===== config.mk =====
export PLATFORM = sky130hd
export DESIGN_NAME = tra_align_top
export DESIGN_NICKNAME = d
export VERILOG_FILES = /design/src/tra_pkg.sv /design/src/tra_prbs_if.sv /design/src/tra_align_top.sv /design/src/tra_prbs.sv
export VERILOG_INCLUDE_DIRS = /design/src
export SDC_FILE = /design/constraint.sdc
export NUM_CORES = 1
export LEC_CHECK = 0
export ABC_AREA = 1
export BUFFER_PORTS_ARGS = -buffer_cell sky130_fd_sc_hd__buf_2
export CORE_MARGIN = 2
export CORE_UTILIZATION = 47
export CTS_BUF_LIST = sky130_fd_sc_hd__clkbuf_4 sky130_fd_sc_hd__clkbuf_8 sky130_fd_sc_hd__clkbuf_16
export CTS_CLUSTER_DIAMETER = 80
export CTS_CLUSTER_SIZE = 24
export DETAILED_ROUTE_END_ITERATION = 6
export GPL_TIMING_DRIVEN = 0
export PLACE_DENSITY_LB_ADDON = 0.3
export SYNTH_ARGS = -nofsm -noshare
export SYNTH_HDL_FRONTEND = slang
export SYNTH_SLANG_ARGS = --single-unit
export TNS_END_PERCENT = 5

===== constraint.sdc =====
create_clock -name I_REF_CLK -period 1.4 [get_ports I_REF_CLK]
set_input_delay 0.07 -clock I_REF_CLK [delete_from_list [all_inputs] [get_ports I_REF_CLK]]
set_output_delay 0.07 -clock I_REF_CLK [all_outputs]
set_load 0.005 [all_outputs]

===== src/tra_defines.svh =====
// Offsets, field positions, reset values and timing counts of the
// receive-align and test-control block.
// Assumes inclusion by bare name from every design file that needs them.
`ifndef TRA_DEFINES_SVH
`define TRA_DEFINES_SVH

// ----------------------------------------------------------------------
// Register byte offsets (decoded on haddr[7:0])
// ----------------------------------------------------------------------
`define TRA_OFS_CTRL 8'h00
`define TRA_OFS_STATUS 8'h04
`define TRA_OFS_RXWORD 8'h08

// ----------------------------------------------------------------------
// Control register fields and reset value
// ----------------------------------------------------------------------
`define TRA_CTRL_W 5
`define TRA_BIT_RATE 0
`define TRA_BIT_ALIGN 1
`define TRA_BIT_LOOP 2
`define TRA_BIT_PAT 3
`define TRA_BIT_EN 4
// Align and enable default high, the rest low
`define TRA_CTRL_RST 5'h12

// ----------------------------------------------------------------------
// Status register fields
// ----------------------------------------------------------------------
`define TRA_ST_SYNC 0
`define TRA_ST_PASS 1
`define TRA_ST_LOCK 2

// ----------------------------------------------------------------------
// Line coding and timing counts, in received bits
// ----------------------------------------------------------------------
`define TRA_COMMA 7'h7C
`define TRA_COMMA_CNT 4'h7
`define TRA_LAST_BIT 4'h9
`define TRA_MIN_GAP 4'h9
`define TRA_NORM_FALL 4'h4
`define TRA_PH_MAX 4'hF
`define TRA_PRBS_WARM 3'h7
`define TRA_PRBS_SEED 7'h7F

`endif


===== src/tra_pkg.sv =====
// Types shared by the receive-align block and its pattern engine.
// Assumes nothing beyond a SystemVerilog compiler.
package tra_pkg;

    // ------------------------------------------------------------------
    // Types
    // ------------------------------------------------------------------
    typedef logic [9:0] tra_word_t;

    // Word-boundary search state, one-hot
    typedef enum logic [1:0] {
        SYNC_HUNT = 2'h1,
        SYNC_LOCK = 2'h2
    } tra_sync_e;

endpackage : tra_pkg


===== src/tra_prbs_if.sv =====
// Carrier between the align core and the pattern engine.
// Assumes both ends run on the same clock.
interface tra_prbs_if;
    logic tick;
    logic gen_en;
    logic chk_en;
    logic rx_bit;
    logic gen_bit;
    logic err;
    logic chk_ready;

    modport core (output tick, output gen_en, output chk_en, output rx_bit,
                  input gen_bit, input err, input chk_ready);
    modport prbs (input tick, input gen_en, input chk_en, input rx_bit,
                  output gen_bit, output err, output chk_ready);
endinterface : tra_prbs_if


===== src/tra_align_top.sv =====
// Receive alignment, recovered word clocks and test control of a
// ten-bit serial link, with an AHB-Lite register slave.
// Assumes the link clock and serial input are asynchronous pins, much
// slower than I_REF_CLK, and the transmit word comes from local logic.

// Behaviour
// - Receive word bit 0 holds the earliest received bit.
// - Half rate: each word valid at a rising edge, clocks alternate.
// - Half rate: clock A takes words 1 and 3, clock B words 0 and 2.
// - Realignment only stretches clock periods, never shortens them.
// - Normal rate: only clock A runs, one edge per word.
// - Rate select low gives half-rate clocks; high gives A, B low.
// - With align on, comma 0011111 realigns the word boundary.
// - With align off, words pass unframed, no boundary change.
// - Sync output pulses high on a comma, only with align on.
// - In pattern test the sync output shows pass high, fail low.
// - Pattern test enables both generator and checker.
// - Loopback feeds transmit to receive and floats serial outputs.
// - Enable low floats word, clocks, serial outputs and pulls.
// - Rate, loopback, test default low; align and enable high.
// - Pattern test replaces the transmit word with the pattern.
// - Align high latches a pattern failure; low follows the check.
// - Transmit word is captured on the reference clock, bit 0 first.
module tra_align_top
    import tra_pkg::*;
(
    input wire logic I_REF_CLK,
    input wire logic I_RST,
    input wire logic I_CE,
    input wire logic I_HSEL,
    input wire logic [31:0] I_HADDR,
    input wire logic [1:0] I_HTRANS,
    input wire logic I_HWRITE,
    input wire logic [2:0] I_HSIZE,
    input wire logic [31:0] I_HWDATA,
    input wire logic I_HREADY,
    output logic [31:0] O_HRDATA,
    output logic O_HREADYOUT,
    output logic O_HRESP,
    input wire logic I_LINK_CLK,
    input wire logic I_SERIAL_IN,
    input wire logic [9:0] I_TX_WORD,
    output logic [9:0] O_RX_WORD,
    output logic O_RX_CLK_A,
    output logic O_RX_CLK_B,
    output logic O_RX_OE_N,
    output logic O_SYNC_PASS,
    output logic O_SERIAL_OUT_POS,
    output logic O_SERIAL_OUT_NEG,
    output logic O_SERIAL_OE_N,
    output logic O_PULL_EN
);
`include "tra_defines.svh"

    // ------------------------------------------------------------------
    // Register decode
    // ------------------------------------------------------------------
    // One-hot select: bit 0 control, bit 1 status, bit 2 receive word
    function automatic logic [2:0] reg_sel(input logic [7:0] ofs);
        reg_sel = {ofs == `TRA_OFS_RXWORD, ofs == `TRA_OFS_STATUS,
                   ofs == `TRA_OFS_CTRL};
    endfunction : reg_sel

    logic [`TRA_CTRL_W-1:0] ctrl_q;
    logic wr_pend_q;
    logic [7:0] wr_ofs_q;
    logic [31:0] hrdata_q;
    logic hreadyout_q;
    logic hresp_q;
    wire addr_ok;
    wire wr_hit;
    wire [`TRA_CTRL_W-1:0] ctrl_d;
    wire [2:0] rd_sel;
    wire [31:0] rd_data;
    wire rate_q;
    wire align_q;
    wire loop_q;
    wire pat_q;
    wire en_q;

    // Write data lands in the data phase; a read right behind it sees it
    assign addr_ok = I_HSEL & I_HTRANS[1] & I_HREADY;
    assign wr_hit = wr_pend_q & (|(reg_sel(wr_ofs_q) & 3'h1));
    assign ctrl_d = wr_hit ? I_HWDATA[`TRA_CTRL_W-1:0] : ctrl_q;
    assign rd_sel = reg_sel(I_HADDR[7:0]);
    assign rate_q = ctrl_q[`TRA_BIT_RATE];
    assign align_q = ctrl_q[`TRA_BIT_ALIGN];
    assign loop_q = ctrl_q[`TRA_BIT_LOOP];
    assign pat_q = ctrl_q[`TRA_BIT_PAT];
    assign en_q = ctrl_q[`TRA_BIT_EN];

    // Bus slave state; always zero wait, always OKAY
    always_ff @(posedge I_REF_CLK) begin
        if (I_RST) begin
            ctrl_q <= `TRA_CTRL_RST;
            wr_pend_q <= 1'b0;
            wr_ofs_q <= 8'h00;
            hrdata_q <= 32'h0000_0000;
            hreadyout_q <= 1'b1;
            hresp_q <= 1'b0;
        end else if (I_CE) begin
            ctrl_q <= ctrl_d;
            wr_pend_q <= addr_ok & I_HWRITE;
            wr_ofs_q <= I_HADDR[7:0];
            if (addr_ok && !I_HWRITE) begin
                hrdata_q <= rd_data;
            end
        end
    end

    // ------------------------------------------------------------------
    // Link pin synchronisers and bit tick
    // ------------------------------------------------------------------
    logic [1:0] lclk_s_q;
    logic [1:0] sin_s_q;
    logic lclk_d1_q;
    wire tick;

    always_ff @(posedge I_REF_CLK) begin
        if (I_RST) begin
            lclk_s_q <= 2'h0;
            sin_s_q <= 2'h0;
            lclk_d1_q <= 1'b0;
        end else if (I_CE) begin
            lclk_s_q <= {lclk_s_q[0], I_LINK_CLK};
            sin_s_q <= {sin_s_q[0], I_SERIAL_IN};
            lclk_d1_q <= lclk_s_q[1];
        end
    end

    // A disabled device sees no bits at all
    assign tick = lclk_s_q[1] & ~lclk_d1_q & en_q;

    // ------------------------------------------------------------------
    // Transmit serializer and pattern engine
    // ------------------------------------------------------------------
    tra_prbs_if pif ();
    tra_word_t tx_sh_q;
    logic [3:0] tx_cnt_q;
    logic ser_q;
    logic ser_n_q;
    logic ser_oe_n_q;
    wire tx_load;
    wire [9:0] tx_sh_d;
    wire tx_bit;
    wire rx_bit;

    assign tx_load = tx_cnt_q == `TRA_LAST_BIT;
    assign tx_sh_d = tx_load ? I_TX_WORD : {1'b0, tx_sh_q[9:1]};
    assign tx_bit = pat_q ? pif.gen_bit : tx_sh_d[0];
    assign rx_bit = loop_q ? tx_bit : sin_s_q[1];
    assign pif.tick = tick;
    assign pif.gen_en = pat_q;
    assign pif.chk_en = pat_q;
    assign pif.rx_bit = rx_bit;

    tra_prbs u_prbs (
        .i_clk(I_REF_CLK),
        .i_rst(I_RST),
        .i_ce(I_CE),
        .p(pif.prbs)
    );

    // Word is taken every tenth bit tick and sent lowest bit first
    always_ff @(posedge I_REF_CLK) begin
        if (I_RST) begin
            tx_sh_q <= 10'h000;
            tx_cnt_q <= `TRA_LAST_BIT;
            ser_q <= 1'b0;
            ser_n_q <= 1'b1;
        end else if (I_CE && tick) begin
            tx_sh_q <= tx_sh_d;
            tx_cnt_q <= tx_load ? 4'h0 : tx_cnt_q + 4'h1;
            ser_q <= tx_bit;
            ser_n_q <= ~tx_bit;
        end
    end

    // ------------------------------------------------------------------
    // Receive deserializer and comma search
    // ------------------------------------------------------------------
    tra_word_t hist_q;
    logic [3:0] rx_cnt_q;
    tra_sync_e sync_st_q;
    wire [9:0] hist_d;
    wire comma_hit;
    wire emit;
    wire [3:0] cnt_inc;

    // Newest bit enters at the top, so bit 0 is the earliest
    assign hist_d = {rx_bit, hist_q[9:1]};
    // Checked on every bit, so every offset is covered
    assign comma_hit = align_q & (hist_d[9:3] == `TRA_COMMA);
    assign emit = tick & (rx_cnt_q == `TRA_LAST_BIT);
    assign cnt_inc = (rx_cnt_q == `TRA_LAST_BIT) ? 4'h0 : rx_cnt_q + 4'h1;

    // Boundary counter only reloads on a comma; free-running otherwise
    always_ff @(posedge I_REF_CLK) begin
        if (I_RST) begin
            hist_q <= 10'h000;
            rx_cnt_q <= 4'h0;
        end else if (I_CE && tick) begin
            hist_q <= hist_d;
            rx_cnt_q <= comma_hit ? `TRA_COMMA_CNT : cnt_inc;
        end
    end

    // Lock state for software: hunt until the first comma
    always_ff @(posedge I_REF_CLK) begin
        if (I_RST) begin
            sync_st_q <= SYNC_HUNT;
        end else if (I_CE) begin
            case (sync_st_q)
                SYNC_HUNT: begin
                    if (tick && comma_hit) begin
                        sync_st_q <= SYNC_LOCK;
                    end
                end
                SYNC_LOCK: begin
                    if (!align_q) begin
                        sync_st_q <= SYNC_HUNT;
                    end
                end
                default: begin
                    sync_st_q <= SYNC_HUNT;
                end
            endcase
        end
    end

    // ------------------------------------------------------------------
    // Recovered word clocks
    // ------------------------------------------------------------------
    // Words wait in a one-deep slot until the clock has had at least a
    // full word time since its last edge; realignment thus only stretches
    tra_word_t pend_word_q;
    tra_word_t rx_word_q;
    logic pend_q;
    logic [3:0] ph_q;
    logic parity_q;
    logic clk_a_q;
    logic clk_b_q;
    logic rx_oe_n_q;
    wire upd;
    wire [9:0] word_sel;

    assign upd = tick & (emit | pend_q) & (ph_q >= `TRA_MIN_GAP);
    assign word_sel = emit ? hist_d : pend_word_q;

    always_ff @(posedge I_REF_CLK) begin
        if (I_RST) begin
            pend_q <= 1'b0;
            pend_word_q <= 10'h000;
            ph_q <= `TRA_PH_MAX;
            rx_word_q <= 10'h000;
        end else if (I_CE) begin
            if (emit && !upd) begin
                pend_q <= 1'b1;
                pend_word_q <= hist_d;
            end else if (upd) begin
                pend_q <= 1'b0;
            end
            if (upd) begin
                ph_q <= 4'h0;
                rx_word_q <= word_sel;
            end else if (tick && ph_q != `TRA_PH_MAX) begin
                ph_q <= ph_q + 4'h1;
            end
        end
    end

    // Half rate: even words on B, odd on A; normal rate: A only
    always_ff @(posedge I_REF_CLK) begin
        if (I_RST) begin
            parity_q <= 1'b0;
            clk_a_q <= 1'b0;
            clk_b_q <= 1'b0;
        end else if (I_CE) begin
            if (upd) begin
                parity_q <= ~parity_q;
            end
            if (rate_q) begin
                clk_b_q <= 1'b0;
                if (upd) begin
                    clk_a_q <= 1'b1;
                end else if (tick && ph_q == `TRA_NORM_FALL) begin
                    clk_a_q <= 1'b0;
                end
            end else if (upd) begin
                clk_a_q <= parity_q;
                clk_b_q <= ~parity_q;
            end
        end
    end

    // ------------------------------------------------------------------
    // Sync / pass output and pin drive enables
    // ------------------------------------------------------------------
    logic pass_q;
    logic sync_q;
    logic pass_d;

    // Pass follows the checker, or holds low once failed in latched mode
    always_comb begin
        pass_d = pass_q;
        if (!pat_q) begin
            pass_d = 1'b1;
        end else if (tick && pif.chk_ready) begin
            if (pif.err) begin
                pass_d = 1'b0;
            end else if (!align_q) begin
                pass_d = 1'b1;
            end
        end
    end

    always_ff @(posedge I_REF_CLK) begin
        if (I_RST) begin
            pass_q <= 1'b1;
            sync_q <= 1'b0;
            rx_oe_n_q <= 1'b0;
            ser_oe_n_q <= 1'b0;
        end else if (I_CE) begin
            pass_q <= pass_d;
            sync_q <= pat_q ? pass_d : (tick & comma_hit);
            rx_oe_n_q <= ~en_q;
            ser_oe_n_q <= ~en_q | loop_q;
        end
    end

    assign rd_data = ({32{rd_sel[0]}} & {27'h000_0000, ctrl_d})
        | ({32{rd_sel[1]}} & {29'h0000_0000, sync_st_q == SYNC_LOCK, pass_q, sync_q})
        | ({32{rd_sel[2]}} & {22'h00_0000, rx_word_q});

    assign O_HRDATA = hrdata_q;
    assign O_HREADYOUT = hreadyout_q;
    assign O_HRESP = hresp_q;
    assign O_RX_WORD = rx_word_q;
    assign O_RX_CLK_A = clk_a_q;
    assign O_RX_CLK_B = clk_b_q;
    assign O_RX_OE_N = rx_oe_n_q;
    assign O_SYNC_PASS = sync_q;
    assign O_SERIAL_OUT_POS = ser_q;
    assign O_SERIAL_OUT_NEG = ser_n_q;
    assign O_SERIAL_OE_N = ser_oe_n_q;
    assign O_PULL_EN = ctrl_q[`TRA_BIT_EN];
endmodule : tra_align_top


===== src/tra_prbs.sv =====
// Seven-stage pattern generator and self-synchronising checker.
// Assumes tick is a one-cycle pulse per serial bit from the core.
module tra_prbs
    import tra_pkg::*;
(
    input wire logic i_clk,
    input wire logic i_rst,
    input wire logic i_ce,
    tra_prbs_if.prbs p
);
`include "tra_defines.svh"

    logic [6:0] gen_q;
    logic [6:0] chk_q;
    logic [2:0] warm_q;
    wire gen_fb;
    wire chk_pred;

    // ------------------------------------------------------------------
    // Feedback taps x^7 + x^6 + 1
    // ------------------------------------------------------------------
    assign gen_fb = gen_q[6] ^ gen_q[5];
    assign chk_pred = chk_q[6] ^ chk_q[5];
    assign p.gen_bit = gen_fb;
    assign p.err = chk_pred != p.rx_bit;
    assign p.chk_ready = warm_q == `TRA_PRBS_WARM;

    // Generator restarts from a non-zero seed whenever the test is off
    always_ff @(posedge i_clk) begin
        if (i_rst) begin
            gen_q <= `TRA_PRBS_SEED;
        end else if (i_ce) begin
            if (!p.gen_en) begin
                gen_q <= `TRA_PRBS_SEED;
            end else if (p.tick) begin
                gen_q <= {gen_q[5:0], gen_fb};
            end
        end
    end

    // Checker loads received bits; verdicts only count after seven bits
    always_ff @(posedge i_clk) begin
        if (i_rst) begin
            chk_q <= 7'h00;
            warm_q <= 3'h0;
        end else if (i_ce) begin
            if (!p.chk_en) begin
                chk_q <= 7'h00;
                warm_q <= 3'h0;
            end else if (p.tick) begin
                chk_q <= {chk_q[5:0], p.rx_bit};
                if (warm_q != `TRA_PRBS_WARM) begin
                    warm_q <= warm_q + 3'h1;
                end
            end
        end
    end
endmodule : tra_prbs


==> results.md <==
- Final nets: 830
- Die H: 105 µm
- First-pass GRT wire length: 20.7 mm
- Part of the cycle the worst path needs: 1.21
- Worst Tran Pin Value: 0.868 ns
- Outcome: finished, violations left
- Setup TNS: -7.38 ns
- Unique cell type count in the Yosys netlist: 42
- Vias in the first global route: 4396
- Pleak: 2.67 nW
- Mapped Avg Cell Area: 7.63 µm²
- Antenna Violating Nets Remaining: 0
- Commonest cells after routing, fill and taps aside: nand2_1 (118), dfxtp_1 (98), buf_2 (62)
- Initial Util: 0.486
- FF+latch count, synth: 108
- Worst Setup Start Kind: flip-flop
- Syn Std Cell Area: 4750 µm²
- Via density: 5.24
- Failing checks: negative setup slack
- Detailed Place HPWL: 8.86 mm
- Routed WL: 12.6 mm
- WS Path Type: flip-flop to flip-flop
- Antenna diodes: 0
- Maximum fanout along the worst path: 10
- Clk_lat worst skew: 0.39 ns
- Power Dens Cells: 985 nW/µm²
- Initial antenna violation count: 0
- Required time worst endpoint: 1.72 ns
- Maximum vdd ir drop: 0.881 mV
- Die X: 105 µm
- Mapped Cells: 622
- Largest net degree at the start of global routing: 21
- Min Tclk post-route: 1.70 ns
- Initial drt markers: 267
- Clock transition at the registers of the reported paths: 0.11 ns
- Final hold slack: 0.0124 ns
- CTS H-tree depth: 3
- Largest area contributor in the netlist: dfxtp_1
- Ys Warns: 0
- Finish-stage setup viols: 31
- Port bufs: 58
- Achievable Freq: 589 MHz
- Routed len/inst: 14.4 µm
- Slew HR: 0.416
- Sequential element share of the synthesized area: 0.455
- Setup crit end kind: flip-flop
- Final hold violations: 0
- Synth top area share: 0.455
- Routability Congestion: 0.870
- Total number of vias: 4586
- Commonest non-fill, non-tap cell in the layout: nand2_1
- FP Rows: 36
- RSZ-0062 raised after global routing: yes
- Final setup skew: 0.0149 ns
- Fillers: 869
- Share of layout cells above drive strength 1: 0.260
- I/O pin count: 139
- Layout Area Growth over Synthesis: 26.3%
- Critical Path AT: 2.02 ns
- Clock root cell: clkbuf_8
- Core area: 9770 µm²
- GR Overflow Total: 0
- PnR worst setup slack: -0.298 ns
- CTS sink count: 108
- MaxCap Viol Count: 0
- Number of remaining DRC errors: 0
- Max-slew violation count: 0
- Clk buf depth: 2
- Dominant cells by area after synthesis: dfxtp_1 (46%), nand2_1 (9.6%), a21oi_1 (6.4%)
- DR pass1 iterations: 7
- Cts bufs inserted: 9
- HP Class: input port to flip-flop
- GR Util All Layers: 0.234
- CTS tree: done
- DIE AREA: 10900 µm²
[metal layers]
metal	routed length [µm]	global-route usage
met5	0	0
met4	365	0.110
met3	785	0.0445
met2	6090	0.389
met1	5350	0.292
[power by group]
group          internal [mW]  leakage [nW]  switching, mW
Combinational          0.245          1.68          0.374
Sequential              3.17         0.879         0.0662
Clock                  0.874         0.106           1.18
Total                   4.29          2.67           1.62
[final timing paths]
check | startpoint | endpoint | slack (ns) | depth (start not counted)
hold reg to reg | O_SERIAL_OUT_NEG$_SDFFE_PP1P_ | O_SERIAL_OUT_NEG$_SDFFE_PP1P_ | 0.46 | 2
setup / recovery | ph_q[1]$_SDFFE_PP1P_ | pend_word_q[7]$_SDFFE_PP0P_ | -0.30 | 10
hold / removal | I_TX_WORD[4] | tx_sh_q[4]$_SDFFE_PP0P_ | 0.01 | 5
setup reg to reg | ph_q[1]$_SDFFE_PP1P_ | pend_word_q[7]$_SDFFE_PP0P_ | -0.30 | 10
[final cells by class]
| class | count | area, µm² | share of cell area |
|---|---|---|---|
| Sequential cell | 108 | 2180 | 0.364 |
| Buffer | 51 | 330 | 0.0551 |
| Clock buffer | 9 | 124 | 0.0207 |
| Clock inverter | 7 | 91.3 | 0.0152 |
| Timing Repair Buffer | 82 | 509 | 0.0849 |
| Tap cell | 133 | 166 | 0.0278 |
| Inverter | 69 | 282 | 0.0470 |
| Multi-Input combinational cell | 416 | 2310 | 0.386 |
[synth_stat cells]
| cell | number |
|---|---|
| a211oi_1 | 1 |
| a211oi_2 | 1 |
| a21oi_1 | 61 |
| a22oi_1 | 3 |
| a31oi_1 | 11 |
| a31oi_4 | 1 |
| a41oi_1 | 3 |
| buf_1 | 5 |
| buf_2 | 7 |
| buf_4 | 24 |
| buf_6 | 1 |
| clkbuf_1 | 14 |
| clkinv_1 | 3 |
| conb_1 | 2 |
| dfxtp_1 | 108 |
| ha_1 | 6 |
| inv_1 | 61 |
| inv_2 | 4 |
| inv_4 | 1 |
| nand2_1 | 122 |
| nand3_1 | 31 |
| nand3_2 | 1 |
| nand3_4 | 1 |
| nand4_1 | 2 |
| nor2_1 | 41 |
| nor2_2 | 3 |
| nor2_4 | 2 |
| nor2_8 | 1 |
| nor3_1 | 4 |
| nor3_2 | 2 |
| nor4_1 | 1 |
| nor4_4 | 1 |
| o211a_1 | 1 |
| o211ai_1 | 15 |
| o21a_1 | 1 |
| o21ai_0 | 52 |
| o21ai_1 | 15 |
| o21ai_2 | 1 |
| o221ai_1 | 4 |
| o311ai_0 | 1 |
| xnor2_1 | 2 |
| xor2_1 | 1 |
[per-stage QoR]
stage	cells	power, mW	area, µm²	util	worst slack (ns)
final	875	5.91	6000	0.613	-0.298
after global placement	835	3.81	5310	0.543	-0.295
after global routing	875	6.11	6000	0.613	-0.379
after CTS	871	5.88	5840	0.597	-0.270
after floorplan	644	3.65	4850	-	-0.0662
after detailed placement	835	3.83	5310	0.543	-0.315
[critical path, stage by stage (launching register included)]
cell      delay [ns]
dfxtp_2         0.37
inv_4           0.05
ha_4            0.16
nor2_4          0.10
a211oi_4        0.08
buf_4           0.14
buf_4           0.12
nor2_2          0.17
buf_6           0.18
o21ai_0         0.09
a21oi_1         0.16
[logic make-up after synthesis]
kind of cell / synth area share
xor+xnor: 0.00553
fa+ha+maj: 0.0158
flops: 0.455
compound gates: 0.207
other cells: 0.00158
simple gates: 0.197
buf+inv: 0.118
[sequential cells by signal (all words and copies together), names as in the netlist, 2 cells and up]
register       cells
O_HRDATA          10
sin_s_q            2
u_prbs.warm_q      3
sync_st_q          2
tx_cnt_q           4
ctrl_q             5
wr_ofs_q           8
rx_cnt_q           4
O_RX_WORD         10
ph_q               4
u_prbs.chk_q       7
u_prbs.gen_q       7
tx_sh_q            9
lclk_s_q           2
pend_word_q       10
hist_q             9
[repair_timing]
| action | 4_1_cts | 5_1_grt |
|---|---|---|
| setup endpoints to repair | 79 | 88 |
| resized for setup | 55 | 48 |
| cloned | 1 | 0 |
| buffers inserted | 8 | 5 |
| hold buffers | 11 | 0 |
| endpoints found under the hold margin | 11 | 0 |
| pin swaps | 5 | 8 |
(Power assumes the default switching activity.)
